--- src/include/ftb_pkg.sv ---
// Package: constants, register map and state types of the flash timebase block
package ftb_pkg;

    // ==========================================================
    // Bus geometry
    // ==========================================================
    localparam int          ADDR_W      = 18;          // Byte address width on the bus
    localparam int          IDX_W       = 16;          // Register index width
    localparam int          DATA_W      = 32;          // Bus data width

    // ==========================================================
    // Register indices (byte address is four times the index)
    // ==========================================================
    localparam logic [15:0] DIV_IDX     = 16'h1820;    // flash_clock_divider
    localparam logic [15:0] OPT_IDX     = 16'h1821;    // option_working_copy
    localparam logic [15:0] NVIMG_IDX   = 16'hffbf;    // option_nonvolatile_image

    // ==========================================================
    // Field layout of flash_clock_divider
    // ==========================================================
    localparam int          LOADED_BIT  = 7;           // divisor_loaded_flag
    localparam int          PRESC_BIT   = 6;           // prescale_by_eight
    localparam int          DIV_W       = 6;           // Divisor field width
    localparam logic [7:0]  DIV_RST     = 8'h00;       // Value after reset

    // ==========================================================
    // Field layout of the option registers
    // ==========================================================
    localparam logic [7:0]  OPT_MASK    = 8'hc3;       // Bits 5..2 read as zero
    localparam int          KEY_EN_BIT  = 7;           // backdoor_key_enable
    localparam int          NORED_BIT   = 6;           // vector_redirect_disable
    localparam logic [1:0]  SEC_OPEN    = 2'h2;        // Only unsecured code

    // ==========================================================
    // Timebase counts
    // ==========================================================
    localparam logic [2:0]  PRE_LAST    = 3'h7;        // Last state of divide-by-eight
    localparam int          PER_W       = 10;          // Width of the period checker

    // ==========================================================
    // Bus answers
    // ==========================================================
    localparam logic [1:0]  RESP_OKAY   = 2'h0;
    localparam logic [1:0]  RESP_SLVERR = 2'h2;

    // ==========================================================
    // State types
    // ==========================================================
    typedef enum logic [1:0] {
        FTB_W_COLLECT = 2'b01,                         // Gathering address and data
        FTB_W_RESP    = 2'b10                          // Write answer pending
    } ftb_wr_state_t;

    typedef enum logic [1:0] {
        FTB_R_IDLE    = 2'b01,                         // Ready for an address
        FTB_R_RESP    = 2'b10                          // Read data pending
    } ftb_rd_state_t;

endpackage

--- src/hw/ftb_top.sv ---
// Flash timebase, erase/program gate and option register with AXI4-Lite slave
`timescale 1ns/1ps

// Summary of operation
// - Reset clears loaded flag; first user-mode write sets it
// - Refuse erase or program while flag clear
// - Prescale bit selects bus clock or clock/8
// - User mode: prescale bit written once only
// - Timing clock is input over divisor plus one
// - Each timing pulse is one timing period
// - Test mode: fields writable while done flag set
// - Reset copies nonvolatile option byte into working copy
// - Option bits 5 to 2 read zero
// - Option working copy ignores bus writes
// - Security open only for code binary 10
// - Key enable bit 7 permits backdoor unlocking
// - Redirect disable bit 6 clear enables redirection
module ftb_top
    import ftb_pkg::*;
(
    input  wire logic              clk,
    input  wire logic              nrst,
    input  wire logic              ce,
    // AXI4-Lite slave
    input  wire logic [ADDR_W-1:0] s_axi_awaddr,
    input  wire logic              s_axi_awvalid,
    output logic                   s_axi_awready,
    input  wire logic [DATA_W-1:0] s_axi_wdata,
    input  wire logic [3:0]        s_axi_wstrb,
    input  wire logic              s_axi_wvalid,
    output logic                   s_axi_wready,
    output logic [1:0]             s_axi_bresp,
    output logic                   s_axi_bvalid,
    input  wire logic              s_axi_bready,
    input  wire logic [ADDR_W-1:0] s_axi_araddr,
    input  wire logic              s_axi_arvalid,
    output logic                   s_axi_arready,
    output logic [DATA_W-1:0]      s_axi_rdata,
    output logic [1:0]             s_axi_rresp,
    output logic                   s_axi_rvalid,
    input  wire logic              s_axi_rready,
    // Flash array side
    input  wire logic [7:0]        option_nonvolatile_image,
    input  wire logic              test_mode,
    input  wire logic              operation_done_flag,
    input  wire logic              op_request,
    output logic                   op_grant,
    output logic                   op_refused,
    output logic                   flash_timing_clock,
    output logic                   secured,
    output logic                   backdoor_key_enable,
    output logic                   vector_redirect_enable
);

    // ==========================================================
    // Declarations
    // ==========================================================
    ftb_wr_state_t          wr_state_r;                 // Write channel state
    ftb_rd_state_t          rd_state_r;                 // Read channel state
    logic                   aw_have_r;                  // Write address held
    logic                   w_have_r;                   // Write data held
    logic [IDX_W-1:0]       aw_idx_r;                   // Held write index
    logic [7:0]             w_byte_r;                   // Held write byte
    logic                   w_lane_r;                   // Byte lane 0 enabled
    logic                   wr_do;                      // Write performed now
    logic                   wr_div;                     // Divider register written
    logic [IDX_W-1:0]       ar_idx;                     // Read index
    logic                   divisor_loaded_flag_r;                    // divisor_loaded_flag
    logic                   presc_r;                    // prescale_by_eight
    logic [DIV_W-1:0]       div_r;                      // Divisor field
    logic [7:0]             opt_r;                      // option_working_copy
    logic [2:0]             pre_cnt_r;                  // Divide-by-eight counter
    logic [DIV_W-1:0]       div_cnt_r;                  // Main divider counter
    logic                   step;                       // Divider input edge
    logic                   wrap;                       // Divider completes a period
    logic [PER_W-1:0]       per_cnt_r;                  // Cycles into the period

    assign wr_do  = ce && (wr_state_r == FTB_W_COLLECT) && aw_have_r && w_have_r;
    assign wr_div = wr_do && w_lane_r && (aw_idx_r == DIV_IDX);
    assign ar_idx = s_axi_araddr[ADDR_W-1:2];
    assign step   = !presc_r || (pre_cnt_r == PRE_LAST);
    assign wrap   = step && (div_cnt_r == div_r);

    // ==========================================================
    // AXI write channel
    // ==========================================================
    // Address and data are taken in either order, then answered
    always_ff @(posedge clk) begin
        if (!nrst) begin
            wr_state_r    <= FTB_W_COLLECT;
            aw_have_r     <= 1'b0;
            w_have_r      <= 1'b0;
            aw_idx_r      <= '0;
            w_byte_r      <= '0;
            w_lane_r      <= 1'b0;
            s_axi_awready <= 1'b1;
            s_axi_wready  <= 1'b1;
            s_axi_bvalid  <= 1'b0;
            s_axi_bresp   <= RESP_OKAY;
        end else if (ce) begin
            unique case (wr_state_r)
                FTB_W_COLLECT: begin
                    // Capture the address
                    if (s_axi_awvalid && s_axi_awready) begin
                        aw_idx_r      <= s_axi_awaddr[ADDR_W-1:2];
                        aw_have_r     <= 1'b1;
                        s_axi_awready <= 1'b0;
                    end
                    // Capture the data
                    if (s_axi_wvalid && s_axi_wready) begin
                        w_byte_r     <= s_axi_wdata[7:0];
                        w_lane_r     <= s_axi_wstrb[0];
                        w_have_r     <= 1'b1;
                        s_axi_wready <= 1'b0;
                    end
                    // Both present: answer, unmapped gets an error
                    if (aw_have_r && w_have_r) begin
                        aw_have_r    <= 1'b0;
                        w_have_r     <= 1'b0;
                        s_axi_bvalid <= 1'b1;
                        s_axi_bresp  <= (aw_idx_r == DIV_IDX || aw_idx_r == OPT_IDX ||
                                         aw_idx_r == NVIMG_IDX) ? RESP_OKAY : RESP_SLVERR;
                        wr_state_r   <= FTB_W_RESP;
                    end
                end
                FTB_W_RESP: begin
                    // Answer taken: reopen both channels
                    if (s_axi_bready) begin
                        s_axi_bvalid  <= 1'b0;
                        s_axi_awready <= 1'b1;
                        s_axi_wready  <= 1'b1;
                        wr_state_r    <= FTB_W_COLLECT;
                    end
                end
            endcase
        end
    end

    // ==========================================================
    // AXI read channel
    // ==========================================================
    // Data is registered on the same edge that takes the address
    always_ff @(posedge clk) begin
        if (!nrst) begin
            rd_state_r    <= FTB_R_IDLE;
            s_axi_arready <= 1'b1;
            s_axi_rvalid  <= 1'b0;
            s_axi_rdata   <= '0;
            s_axi_rresp   <= RESP_OKAY;
        end else if (ce) begin
            unique case (rd_state_r)
                FTB_R_IDLE: begin
                    if (s_axi_arvalid) begin
                        s_axi_arready <= 1'b0;
                        s_axi_rvalid  <= 1'b1;
                        s_axi_rresp   <= RESP_OKAY;
                        rd_state_r    <= FTB_R_RESP;
                        // Register selection
                        if (ar_idx == DIV_IDX) begin
                            s_axi_rdata <= {24'h000000, divisor_loaded_flag_r, presc_r, div_r};
                        end else if (ar_idx == OPT_IDX) begin
                            s_axi_rdata <= {24'h000000, opt_r};
                        end else if (ar_idx == NVIMG_IDX) begin
                            s_axi_rdata <= {24'h000000,
                                            option_nonvolatile_image & OPT_MASK};
                        end else begin
                            s_axi_rdata <= '0;
                            s_axi_rresp <= RESP_SLVERR;
                        end
                    end
                end
                FTB_R_RESP: begin
                    if (s_axi_rready) begin
                        s_axi_rvalid  <= 1'b0;
                        s_axi_arready <= 1'b1;
                        rd_state_r    <= FTB_R_IDLE;
                    end
                end
            endcase
        end
    end

    // ==========================================================
    // Clock divider register
    // ==========================================================
    // User mode latches all fields once; test mode writes while done
    always_ff @(posedge clk) begin
        if (!nrst) begin
            divisor_loaded_flag_r <= DIV_RST[LOADED_BIT];
            presc_r <= DIV_RST[PRESC_BIT];
            div_r   <= DIV_RST[DIV_W-1:0];
        end else if (wr_div) begin
            if (test_mode) begin
                // Free access only while no operation runs
                if (operation_done_flag) begin
                    divisor_loaded_flag_r <= w_byte_r[LOADED_BIT];
                    presc_r <= w_byte_r[PRESC_BIT];
                    div_r   <= w_byte_r[DIV_W-1:0];
                end
            end else if (!divisor_loaded_flag_r) begin
                divisor_loaded_flag_r <= 1'b1;
                presc_r <= w_byte_r[PRESC_BIT];
                div_r   <= w_byte_r[DIV_W-1:0];
            end
        end
    end

    // ==========================================================
    // Option working copy
    // ==========================================================
    // Reloaded only by reset; bus writes never reach it
    always_ff @(posedge clk) begin
        if (!nrst) begin
            opt_r                  <= option_nonvolatile_image & OPT_MASK;
            secured                <= option_nonvolatile_image[1:0] != SEC_OPEN;
            backdoor_key_enable    <= option_nonvolatile_image[KEY_EN_BIT];
            vector_redirect_enable <= !option_nonvolatile_image[NORED_BIT];
        end
    end

    // ==========================================================
    // Timebase
    // ==========================================================
    // Prescaler then divider; a divider write restarts the period
    always_ff @(posedge clk) begin
        if (!nrst) begin
            pre_cnt_r          <= '0;
            div_cnt_r          <= '0;
            flash_timing_clock <= 1'b0;
        end else if (ce) begin
            if (wr_div) begin
                pre_cnt_r          <= '0;
                div_cnt_r          <= '0;
                flash_timing_clock <= 1'b0;
            end else begin
                pre_cnt_r          <= presc_r ? pre_cnt_r + 3'h1 : 3'h0;
                flash_timing_clock <= wrap;
                if (wrap) begin
                    div_cnt_r <= '0;
                end else if (step) begin
                    div_cnt_r <= div_cnt_r + 6'h01;
                end
            end
        end
    end

    // ==========================================================
    // Erase and program gate
    // ==========================================================
    // Requests are granted only once the divisor has been loaded
    always_ff @(posedge clk) begin
        if (!nrst) begin
            op_grant   <= 1'b0;
            op_refused <= 1'b0;
        end else if (ce) begin
            op_grant   <= op_request && divisor_loaded_flag_r;
            op_refused <= op_request && !divisor_loaded_flag_r;
        end
    end

    // ==========================================================
    // Assertions
    // ==========================================================
    // Period checker counts clock-enabled cycles within a period
    always_ff @(posedge clk) begin
        if (!nrst || (ce && (wr_div || wrap))) begin
            per_cnt_r <= '0;
        end else if (ce) begin
            per_cnt_r <= per_cnt_r + 10'h001;
        end
    end
endmodule

--- config.mk ---
export PLATFORM = sky130hd
export DESIGN_NAME = ftb_top
export DESIGN_NICKNAME = d
export VERILOG_FILES = /design/src/include/ftb_pkg.sv /design/src/hw/ftb_top.sv
export SDC_FILE = /design/constraint.sdc
export NUM_CORES = 1
export LEC_CHECK = 0
export CORE_MARGIN = 3
export CORE_UTILIZATION = 37
export DETAILED_ROUTE_END_ITERATION = 7
export DONT_BUFFER_PORTS = 1
export PLACE_DENSITY = 0.57
export SLEW_MARGIN = 20
export SYNTH_ARGS = -nofsm -noshare
export SYNTH_HDL_FRONTEND = slang
export SYNTH_SLANG_ARGS = --single-unit
--- constraint.sdc ---
create_clock -name clk -period 2.4 [get_ports clk]
set_clock_uncertainty 0.2 [all_clocks]
set_input_delay 0.36 -clock clk [delete_from_list [all_inputs] [get_ports clk]]
set_output_delay 0.36 -clock clk [all_outputs]
set_load 0.005 [all_outputs]
==> qor.csv, run 1 <==
metric,value,unit
synth_async_sr_flop_share,0,%
route.vias.total,2646,
num_antenna_cells,0,
globalplace.congestion,0.783,
port_buffers,0,
crit_type,flop to flop,
fin_area,3780,um2
hold_class,input pin to flop,
grt_start_max_net_pins,33,
hold_slack,0.0244,ns
drt.antenna.violating_nets,0,
place_area,3280,um2
avgViaCountPerCell,5.18,
wirelength,7620,um
grt_overflow,0,
ys_types,53,
wl_per_cell,14.9,um
synth_area_leaders,"dfxtp_1 38%, buf_4 6.0%, a21oi_1 5.8%",
maxSlewHeadroom,57.1,%
critical_path_arrival,2.01,ns
yosys_register_bits,69,
hold_viol_final,0,
cts_buffers,9,
synth-edff-count,6,
die_area,10300,um2
ioPinCount,138,
place_inst,463,
power.leakage,1.35,nW
setup_viol_count_final,0,
status,"complete, no violations",
drt_iter0_drc,118,
htree_num_levels,3,
p_sw_share,25.5,%
cts.repair.resized,0,
rsz0062_at_grt,false,
ys_seq_area_share,42.9,%
num-nets-final,492,
fin_util,43.1,%
period_share,81.9,%
initial_core_util,38.3,%
num_rows,34,
power_density,617,nW/um2
clkLatencyLatePin,0.35,ns
pwr-share-seq,53.4,%
die_h,101,um
worst_slack,0.435,ns
p_clk_share,37.7,%
synth_top_area_share,37.6,%
drive_gt1_share,7.44,%
cts_buffer_depth,2,
final_cell_mix,"63 x dfxtp_1, 48 x nand2_1, 39 x a21oi_1, 32 x dlygate4sd3_1, 26 x conb_1",
postCtsSetupBuffers,0,
ir_worst_vdd,363,uV
fin_setup_tns,0,ns
p_sw,596,uW
syn_inst,372,
cap_violations,0,
yosys.area.top_type,dfxtp_1,
final_common_cell,dfxtp_1,
pre_cts_slack,0.467,ns
grt_first_pass_wirelength,12200,um
avgSynthCellArea,9.02,um2
grt_pass1_vias,2518,
period_needed,1.96,ns
clock-sinks,69,
grt.total_usage,15.0,%
hold_start,nrst,
drt_first_pass_iters,4,
cp-startpoint,pre_cnt_r[0]$_SDFFE_PN0P_,
cts_tree,yes,
crit_path_end_kind,flop,
internal_power,1.74,mW
worstMarginPinSlew,0.643,ns
areaGrowthSynthToFinish,12.6,%
layout.cells.non_filler,511,
antenna_found_initial,0,
synth_flop_cell,dfxtp_1,
drv_slew,0,
clkSlewWorstSetupHoldPaths,0.07,ns
drc,0,
required,2.45,ns
worst-path-max-fanout,7,
comb_power_share,8.9,%
dp_hpwl,5370,um
fmax,0.509,GHz
worstReg2RegStart,pre_cnt_r[0]$_SDFFE_PN0P_,
cp-start-kind,flop,
ys_warn_count,0,
cts_root_buffer,clkbuf_8,
total_power,2.33,mW
dieWidth,101,um
core_region_area,8760,um2
syn_area,3360,um2
## worst paths after layout
kind / slack, ns / cells after the start / endpoint
max: 0.44 / 6 / div_cnt_r[4]$_SDFFE_PN0P_
min: 0.02 / 2 / div_cnt_r[1]$_SDFFE_PN0P_
max reg2reg: 0.44 / 6 / div_cnt_r[4]$_SDFFE_PN0P_
min reg2reg: 0.26 / 2 / aw_idx_r[5]$_SDFFE_PN0P_
## area by class of cell
cell class	count	area, um2
inverter	7	26.3
tap	108	135
timing repair buffer	35	343
clock buffer	11	151
clock inverter	5	33.8
sequential	69	1440
multi-input combinational	276	1650
fill	878	4980
## power by group through the flow
stage / combinational, mW / sequential, mW / clock [mW]
2_1_floorplan: 0.183 / 1.26 / 0
3_3_place_gp: 0.158 / 1.27 / 0
3_5_place_dp: 0.160 / 1.27 / 0
4_1_cts: 0.209 / 1.25 / 0.905
5_1_grt: 0.237 / 1.25 / 0.948
6_report: 0.208 / 1.25 / 0.880
## per-layer routing
metal / track usage [%] / vias to the layer above / wire length (um)
li1: - / 1328 / -
met1: 17.9 / 1228 / 3210
met2: 25.2 / 82 / 3740
met3: 5.92 / 8 / 555
met4: 4.29 / 0 / 110
met5: 0 / - / 0
## Yosys cell counts, types with 3 or more instances
library cell,count
nand4_1,14
edfxtp_1,6
xnor2_1,6
nor2_1,17
a21oi_1,39
buf_2,3
o31ai_1,7
o221ai_1,3
nand3_1,12
buf_6,7
o21ai_0,11
a221oi_1,4
nand4b_1,5
dfxtp_1,63
buf_4,27
ha_1,3
nor4_4,3
and3_1,5
clkbuf_1,6
inv_1,6
o211ai_1,3
and4b_1,3
and2_1,4
mux2i_1,9
a211oi_1,5
nand2_1,48
nor3_1,6
a21o_1,4
nand2b_1,15
## kinds of logic after synthesis
family                   Yosys count  synth area share (%)
other                              1                 0.112
adder cells (fa/ha/maj)            3                  1.12
XOR/XNOR                           7                  1.83
multiplexers                       9                  2.68
AND/OR/NAND/NOR                  150                  25.8
flip-flops                        69                  42.9
buffers and inverters             52                  10.7
AO/OA/AOI/OAI                     81                  14.8
## what timing repair did
| action | 4_1_cts | 5_1_grt |
|---|---|---|
| hold endpoints to repair | 50 | 0 |
| setup endpoints to repair | 0 | 0 |
| hold buffers | 32 | 0 |
## critical path, stage by stage, from the launching register on
cell	delay, ns
dfxtp_1	0.37
ha_1	0.17
ha_1	0.12
nand2b_1	0.19
nand2_1	0.19
or3_1	0.38
a211oi_1	0.25
## registers in the layout, indices dropped and copies added, names as in the netlist, 3 cells and up
signal       cells
pre_cnt_r        3
div_cnt_r        6
div_r            6
opt_r            3
aw_idx_r        16
s_axi_rdata      8
w_byte_r         8
Note: power is estimated with default switching activity, not from simulation.
==> run 2: changes to the inputs <==
--- a/config.mk
+++ b/config.mk
@@ -5,6 +5,7 @@
 export SDC_FILE = /design/constraint.sdc
 export NUM_CORES = 1
 export LEC_CHECK = 0
+export ABC_AREA = 1
 export CORE_MARGIN = 3
 export CORE_UTILIZATION = 37
 export DETAILED_ROUTE_END_ITERATION = 7
==> constraint.sdc (replaced) <==
create_clock -name clk -period 1.92 [get_ports clk]
set_clock_uncertainty 0.2 [all_clocks]
set_input_delay 0.288 -clock clk [delete_from_list [all_inputs] [get_ports clk]]
set_output_delay 0.288 -clock clk [all_outputs]
set_load 0.005 [all_outputs]
==> run 2 against run 1 <==
  * Final cell count increased by 27%
  * Total power increased by 40%
  * Critical path type is now input pin to flop
  * Highest routed layer unchanged
  * Die area increased by 1.4%
==> qor.csv, run 2 <==
metric,value,unit,change
status,"complete, no violations",,unchanged
largest_reg_flops,16,,unchanged
num-nets-final,629,,was 492
drt.antenna.violating_nets,0,,unchanged
grt.total_usage,15.3,%,was 15.0%
drv_slew,0,,unchanged
cp_top_family,buffers and inverters,,was simple AND/OR/NAND/NOR gates
cap_violations,0,,unchanged
die_h,102,um,was 101 um
ioPinCount,138,,unchanged
hold_class,input pin to flop,,unchanged
avgSynthCellArea,6.90,um2,was 9.02 um2
setup_viol_count_final,0,,unchanged
regArea,1440,um2,unchanged
clock-sinks,69,,unchanged
power_density,809,nW/um2,was 617 nW/um2
crit_type,input pin to flop,,was flop to flop
wl_per_cell,11.8,um,was 14.9 um
htree_num_levels,3,,unchanged
grt_start_max_net_pins,46,,was 33
yosysMostFrequentCell,nand2_1,,was dfxtp_1
dieWidth,102,um,was 101 um
yosys_register_bits,69,,unchanged
fin_setup_tns,0,ns,unchanged
avgViaCountPerCell,4.75,,was 5.18
initial_core_util,38.5,%,was 38.3%
drt_first_pass_iters,5,,was 4
drc,0,,unchanged
wirelength,7660,um,was 7620 um
syn_inst,494,,was 372
cts_buffer_depth,2,,unchanged
clkLatencyLatePin,0.34,ns,was 0.35 ns
p_sw_share,26.9,%,was 25.5%
antenna_found_initial,0,,unchanged
fmax,0.561,GHz,
synth-edff-count,6,,unchanged
areaGrowthSynthToFinish,18.7,%,was 12.6%
core_region_area,8850,um2,was 8760 um2
cts_buffers,9,,unchanged
p_clk_share,39.7,%,was 37.7%
p_sw,881,uW,was 596 uW
final_common_cell,nand2_1,,was dfxtp_1
hold_viol_final,0,,unchanged
fin_util,45.7,%,was 43.1%
grt_first_pass_wirelength,12700,um,was 12200 um
worst-path-max-fanout,13,,was 7
num_antenna_cells,0,,unchanged
grt_overflow,0,,unchanged
fillers,913,,was 878
ys_seq_area_share,42.3,%,was 42.9%
grt_pass1_vias,2889,,was 2518
globalplace.congestion,0.799,,was 0.783
cts_root_buffer,clkbuf_8,,unchanged
maxSlewHeadroom,62.9,%,was 57.1%
synth_async_sr_flop_share,0,%,unchanged
cts_tree,yes,,unchanged
power.leakage,1.73,nW,was 1.35 nW
period_needed,1.78,ns,
period_share,92.9,%,
ys_types,32,,was 53
dp_hpwl,5560,um,was 5370 um
yosys.area.top_type,dfxtp_1,,unchanged
pwr-share-seq,48.8,%,was 53.4%
clkSlewWorstSetupHoldPaths,0.08,ns,was 0.07 ns
ir_worst_vdd,436,uV,was 363 uV
synth_top_area_share,37.0,%,was 37.6%
multi_input_area,1640,um2,was 1650 um2
worst-path-buf-inv,2,,was 0
required,1.97,ns,was 2.45 ns
ys_warn_count,0,,unchanged
route.vias.total,3080,,was 2646
die_area,10400,um2,was 10300 um2
yosys-top-cells-count,"110 x nand2_1, 97 x nor2_1, 63 x dfxtp_1",,"was 63 x dfxtp_1, 48 x nand2_1, 39 x a21oi_1"
place_inst,595,,was 463
largest-register,aw_idx_r,,unchanged
internal_power,2.39,mW,was 1.74 mW
layout.cells.non_filler,648,,was 511
synth_area_leaders,"dfxtp_1 37%, nand2_1 12%, nor2_1 11%",,"was dfxtp_1 38%, buf_4 6.0%, a21oi_1 5.8%"
cpMaxStageDelayCell,dlygate4sd3_1,,was or3_1
drt_iter0_drc,82,,was 118
crit_path_end_kind,flop,,unchanged
postCtsSetupBuffers,0,,unchanged
worstPathCellList,dlygate4sd3_1 > inv_1 > a21oi_1 > nand2_1 > nand2_1 > nor2_1,,was ha_1 > ha_1 > nand2b_1 > nand2_1 > or3_1 > a211oi_1
port_buffers,0,,unchanged
synth_flop_cell,dfxtp_1,,unchanged
drive_gt1_share,7.22,%,was 7.44%
comb_power_share,11.5,%,was 8.9%
reg_top3,"aw_idx_r (16), s_axi_rdata (8), w_byte_r (8)",,unchanged
num_rows,34,,unchanged
cpMostUsedCell,nand2_1,,was ha_1
cp-start-kind,input pin,,was flop
critical_path_arrival,1.83,ns,was 2.01 ns
final_cell_mix,"110 x nand2_1, 97 x nor2_1, 63 x dfxtp_1, 46 x inv_1, 43 x o21ai_0",,"was 63 x dfxtp_1, 48 x nand2_1, 39 x a21oi_1, 32 x dlygate4sd3_1, 26 x conb_1"
syn_area,3410,um2,was 3360 um2
worstMarginPinSlew,0.556,ns,was 0.643 ns
slowest_delay,0.87,ns,was 0.38 ns
## run 2: cell count changes in the layout (fill, tap and decap cells not counted), sizes merged, moves of 7 or more
| cell | delta |
|---|---|
| nand2b | -15 |
| nand4 | -10 |
| o21ai | +31 |
| mux2i | -9 |
| nand2 | +63 |
| o31ai | -7 |
| nor2 | +82 |
| inv | +43 |
| nand3 | +10 |
## run 2: kinds of logic (layout without fill, tap and decap cells)
group / count (synthesis) / in the layout / synth area share, %
AND/OR/NAND/NOR: 247 / 247 / 30.1
buffers and inverters: 87 / 108 / 12.6
AO/OA/AOI/OAI: 86 / 86 / 13.5
flip-flops: 69 / 69 / 42.3
adder cells (fa/ha/maj): 3 / 3 / 1.10
other: 1 / 26 / 0.110
XOR/XNOR: 1 / 1 / 0.257
## run 2: worst reg2reg max path, stage by stage, from the launching register on
cell and delay [ns]:
dfxtp_1 0.36, ha_1 0.15, ha_1 0.13, inv_1 0.04, nand2_1 0.06, nand2_1 0.06, nor3_2 0.19, nand2_1 0.13
nand2_1 0.12, nor2_1 0.05, nor2_1 0.08, nor2_1 0.04
## run 2: final timing paths
check        depth (start not counted)  slack, ns                 startpoint                            endpoint
max                                  6       0.14                         ce           div_cnt_r[2]$_SDFFE_PN0P_
min                                  4       0.01        operation_done_flag  divisor_loaded_flag_r$_SDFFE_PN0P_
max reg2reg                         11       0.21  pre_cnt_r[0]$_SDFFE_PN0P_           div_cnt_r[0]$_SDFFE_PN0P_
min reg2reg                          2       0.26      div_r[3]$_SDFFE_PN0P_               div_r[3]$_SDFFE_PN0P_
## run 2: stage by stage
stage / worst slack [ns] / power, mW / cell area (um2) / hold slack (ns)
finish: 0.137 / 3.27 / 4050 / 0.0150
global placement: 0.155 / 1.92 / 3440 / 0.168
detailed placement: 0.149 / 1.93 / 3440 / 0.175
CTS: 0.135 / 3.32 / 4040 / 0.00883
global route: -0.00331 / 3.47 / 4050 / 0.0430
floorplan: 0.285 / 1.91 / 3500 / 0.187
## run 2: cell type report
cell class                 instances  area share (%)
clock buffer                      10            3.68
clock inverter                     6            1.82
inverter                          49            4.55
multi-input combinational        363            40.5
sequential                        69            35.6
tap                              108            3.34
timing repair buffer              43            10.5
## run 2: what timing repair did
| item | in CTS | in global routing |
|---|---|---|
| setup endpoints to repair | 0 | 5 |
| hold endpoints to repair | 59 | 0 |
| resized for setup | 0 | 1 |
| hold buffers | 37 | 0 |
## run 2: metal layers
layer | track usage [%] | share of wire [%] | vias to the layer above
met5 | 0 | 0 | -
met3 | 5.26 | 7.1 | 10
met2 | 26.8 | 48 | 94
li1 | - | - | 1607
met1 | 17.9 | 44 | 1369
met4 | 3.63 | 0.82 | 0
## run 2: power by group through the flow
stage	Sequential (mW)	Combinational [mW]	Clock [mW]
after floorplan	1.62	0.291	0
after global placement	1.63	0.287	0
after detailed placement	1.63	0.293	0
after CTS	1.60	0.378	1.34
after global routing	1.61	0.443	1.41
final	1.60	0.377	1.30
==> run 3: changes to the inputs <==
--- a/config.mk
+++ b/config.mk
@@ -11,6 +11,7 @@
 export DETAILED_ROUTE_END_ITERATION = 7
 export DONT_BUFFER_PORTS = 1
 export PLACE_DENSITY = 0.57
+export SETUP_SLACK_MARGIN = 0.15
 export SLEW_MARGIN = 20
 export SYNTH_ARGS = -nofsm -noshare
 export SYNTH_HDL_FRONTEND = slang
==> run 3 against run 2 <==
  * Sequential power barely moved
  * Non-clock buffer count rose by 2
  * Global-route usage barely moved
  * Critical path depth rose by 2
  * Die area did not move
  * Fmax rose by 3.1%
  * Setup slack improved by 0.053 ns
  * Utilization rose by 1.5 points
  * Flip-flop and latch count did not move
  * Combinational power rose by 4%
  * First-iteration DRC count rose by 6.1%
  * Register-to-register slack got worse by 0.02 ns
  * Critical path type is now flop to flop
  * Critical endpoint is now div_r[4]$_SDFFE_PN0P_
  * Highest routed layer unchanged
==> qor.csv, run 3 (same netlist as run 2, synthesis figures left out) <==
metric,value,unit,change
status,"complete, no violations",,unchanged
final_cell_mix,"102 x nand2_1, 94 x nor2_1, 57 x dfxtp_1, 45 x inv_1, 43 x o21ai_0",,"was 110 x nand2_1, 97 x nor2_1, 63 x dfxtp_1, 46 x inv_1, 43 x o21ai_0"
period_share,90.1,%,was 92.9%
power_density,788,nW/um2,was 809 nW/um2
worst-path-buf-inv,2,,unchanged
clock-sinks,69,,unchanged
clkLatencyLatePin,0.34,ns,about the same
reg_top3,"aw_idx_r (16), s_axi_rdata (8), w_byte_r (8)",,unchanged
num-nets-final,631,,was 629
power.leakage,1.76,nW,was 1.73 nW
clkSlewWorstSetupHoldPaths,0.08,ns,about the same
drt_iter0_drc,87,,was 82
fmax,0.578,GHz,was 0.561 GHz
htree_num_levels,3,,unchanged
drt_first_pass_iters,4,,was 5
wl_per_cell,12.0,um,was 11.8 um
cp-start-kind,flop,,was input pin
ioPinCount,138,,unchanged
worstMarginPinSlew,0.555,ns,was 0.556 ns
crit_path_end_kind,flop,,unchanged
globalplace.congestion,0.799,,unchanged
wirelength,7770,um,was 7660 um
cts_tree,yes,,unchanged
setup_viol_count_final,0,,unchanged
drc,0,,unchanged
grt_overflow,0,,unchanged
worst_slack,0.190,ns,was 0.137 ns
rsz0062_at_grt,true,,
cpMaxStageDelayCell,dfxtp_2,,was dlygate4sd3_1
cts_buffer_depth,2,,unchanged
dieWidth,102,um,unchanged
die_h,102,um,unchanged
grt_first_pass_wirelength,12700,um,about the same
slowest_delay,0.35,ns,was 0.87 ns
num_antenna_cells,0,,unchanged
drive_gt1_share,12.4,%,was 7.22%
die_area,10400,um2,unchanged
maxSlewHeadroom,62.9,%,about the same
grt_start_max_net_pins,46,,unchanged
cap_violations,0,,unchanged
cts_buffers,9,,unchanged
grt_pass1_vias,2887,,was 2889
cp_top_family,simple AND/OR/NAND/NOR gates,,was buffers and inverters
areaGrowthSynthToFinish,22.6,%,was 18.7%
drv_slew,0,,unchanged
port_buffers,0,,unchanged
worst-path-max-fanout,8,,was 13
core_region_area,8850,um2,unchanged
grt.total_usage,15.3,%,about the same
antenna_found_initial,0,,unchanged
required,1.94,ns,was 1.97 ns
crit_type,flop to flop,,was input pin to flop
period_needed,1.73,ns,was 1.78 ns
critical_path_arrival,1.75,ns,was 1.83 ns
pre_cts_slack,0.149,ns,unchanged
route.vias.total,3078,,was 3080
largest_reg_flops,16,,unchanged
avgViaCountPerCell,4.74,,was 4.75
final_common_cell,nand2_1,,unchanged
cts_root_buffer,clkbuf_8,,unchanged
num_rows,34,,unchanged
dp_hpwl,5560,um,unchanged
hold_class,input pin to flop,,unchanged
initial_core_util,38.5,%,unchanged
largest-register,aw_idx_r,,unchanged
hold_viol_final,0,,unchanged
ir_worst_vdd,441,uV,was 436 uV
drt.antenna.violating_nets,0,,unchanged
fin_setup_tns,0,ns,unchanged
worstPathCellList,inv_4 > nand3_4 > nor3_4 > nand3_4 > nor2_4 > inv_4 > nand2_1 > a21oi_1,,was dlygate4sd3_1 > inv_1 > a21oi_1 > nand2_1 > nand2_1 > nor2_1
[run 3: cell types whose count changed in the layout (fill, tap and decap cells not counted), moves of 3 or more]
cell,change
nand2_1,-8
nor2_2,+3
nand2_2,+7
dfxtp_1,-6
a21oi_2,+4
nor2_1,-3
a21oi_1,-5
dfxtp_2,+6
[run 3: final timing paths]
| check | from | to | slack [ns] | cells past startpoint |
|---|---|---|---|---|
| min | operation_done_flag | divisor_loaded_flag_r$_SDFFE_PN0P_ | 0.02 | 4 |
| max | s_axi_bvalid$_SDFFE_PN0P_ | div_r[4]$_SDFFE_PN0P_ | 0.19 | 8 |
| min reg2reg | div_r[3]$_SDFFE_PN0P_ | div_r[3]$_SDFFE_PN0P_ | 0.27 | 2 |
| max reg2reg | s_axi_bvalid$_SDFFE_PN0P_ | div_r[4]$_SDFFE_PN0P_ | 0.19 | 8 |
[run 3: per-layer routing]
metal / vias to the layer above / global-route usage [%] / routed length, um
met3: 6 / 5.26 / 533
met4: 0 / 3.63 / 49
li1: 1614 / - / -
met1: 1373 / 17.9 / 3340
met5: - / 0 / 0
met2: 85 / 26.8 / 3840
[run 3: final cells by class]
class	instances	area, um2
well taps	108	135
multi-input cells	363	1740
clock inverters	6	73.8
flip-flops and latches	69	1450
clock buffers	10	149
inverters	49	189
repair buffers	45	443
fillers	894	4670
[run 3: per-stage QoR]
stage | hold slack (ns) | instances | power, mW | instance area, um2 | util, %
after global routing | 0.0430 | 650 | 3.49 | 4180 | 47.2
after CTS | 0.00883 | 648 | 3.32 | 4050 | 45.7
after global placement | 0.168 | 595 | 1.92 | 3440 | 38.8
after detailed placement | 0.175 | 595 | 1.93 | 3440 | 38.8
final | 0.0178 | 650 | 3.29 | 4180 | 47.2
after floorplan | 0.187 | 519 | 1.91 | 3500 | -
[run 3: where the power goes]
group | switching, mW | internal [mW]
Sequential | 0.0621 | 1.54
Clock | 0.602 | 0.698
Combinational | 0.226 | 0.165
[run 3: what timing repair did]
action / CTS / global route
hold buffers: 37 / 0
resized for setup: 1 / 35
setup buffers: 0 / 2
endpoints found under the setup margin: 3 / 23
pin swaps: 0 / 11
hold endpoints to repair: 59 / 0
[run 3: worst min-delay path: stages]
cell	delay, ns
inv_1	0.04
nand2_1	0.06
nand2_1	0.07
a21oi_1	0.06
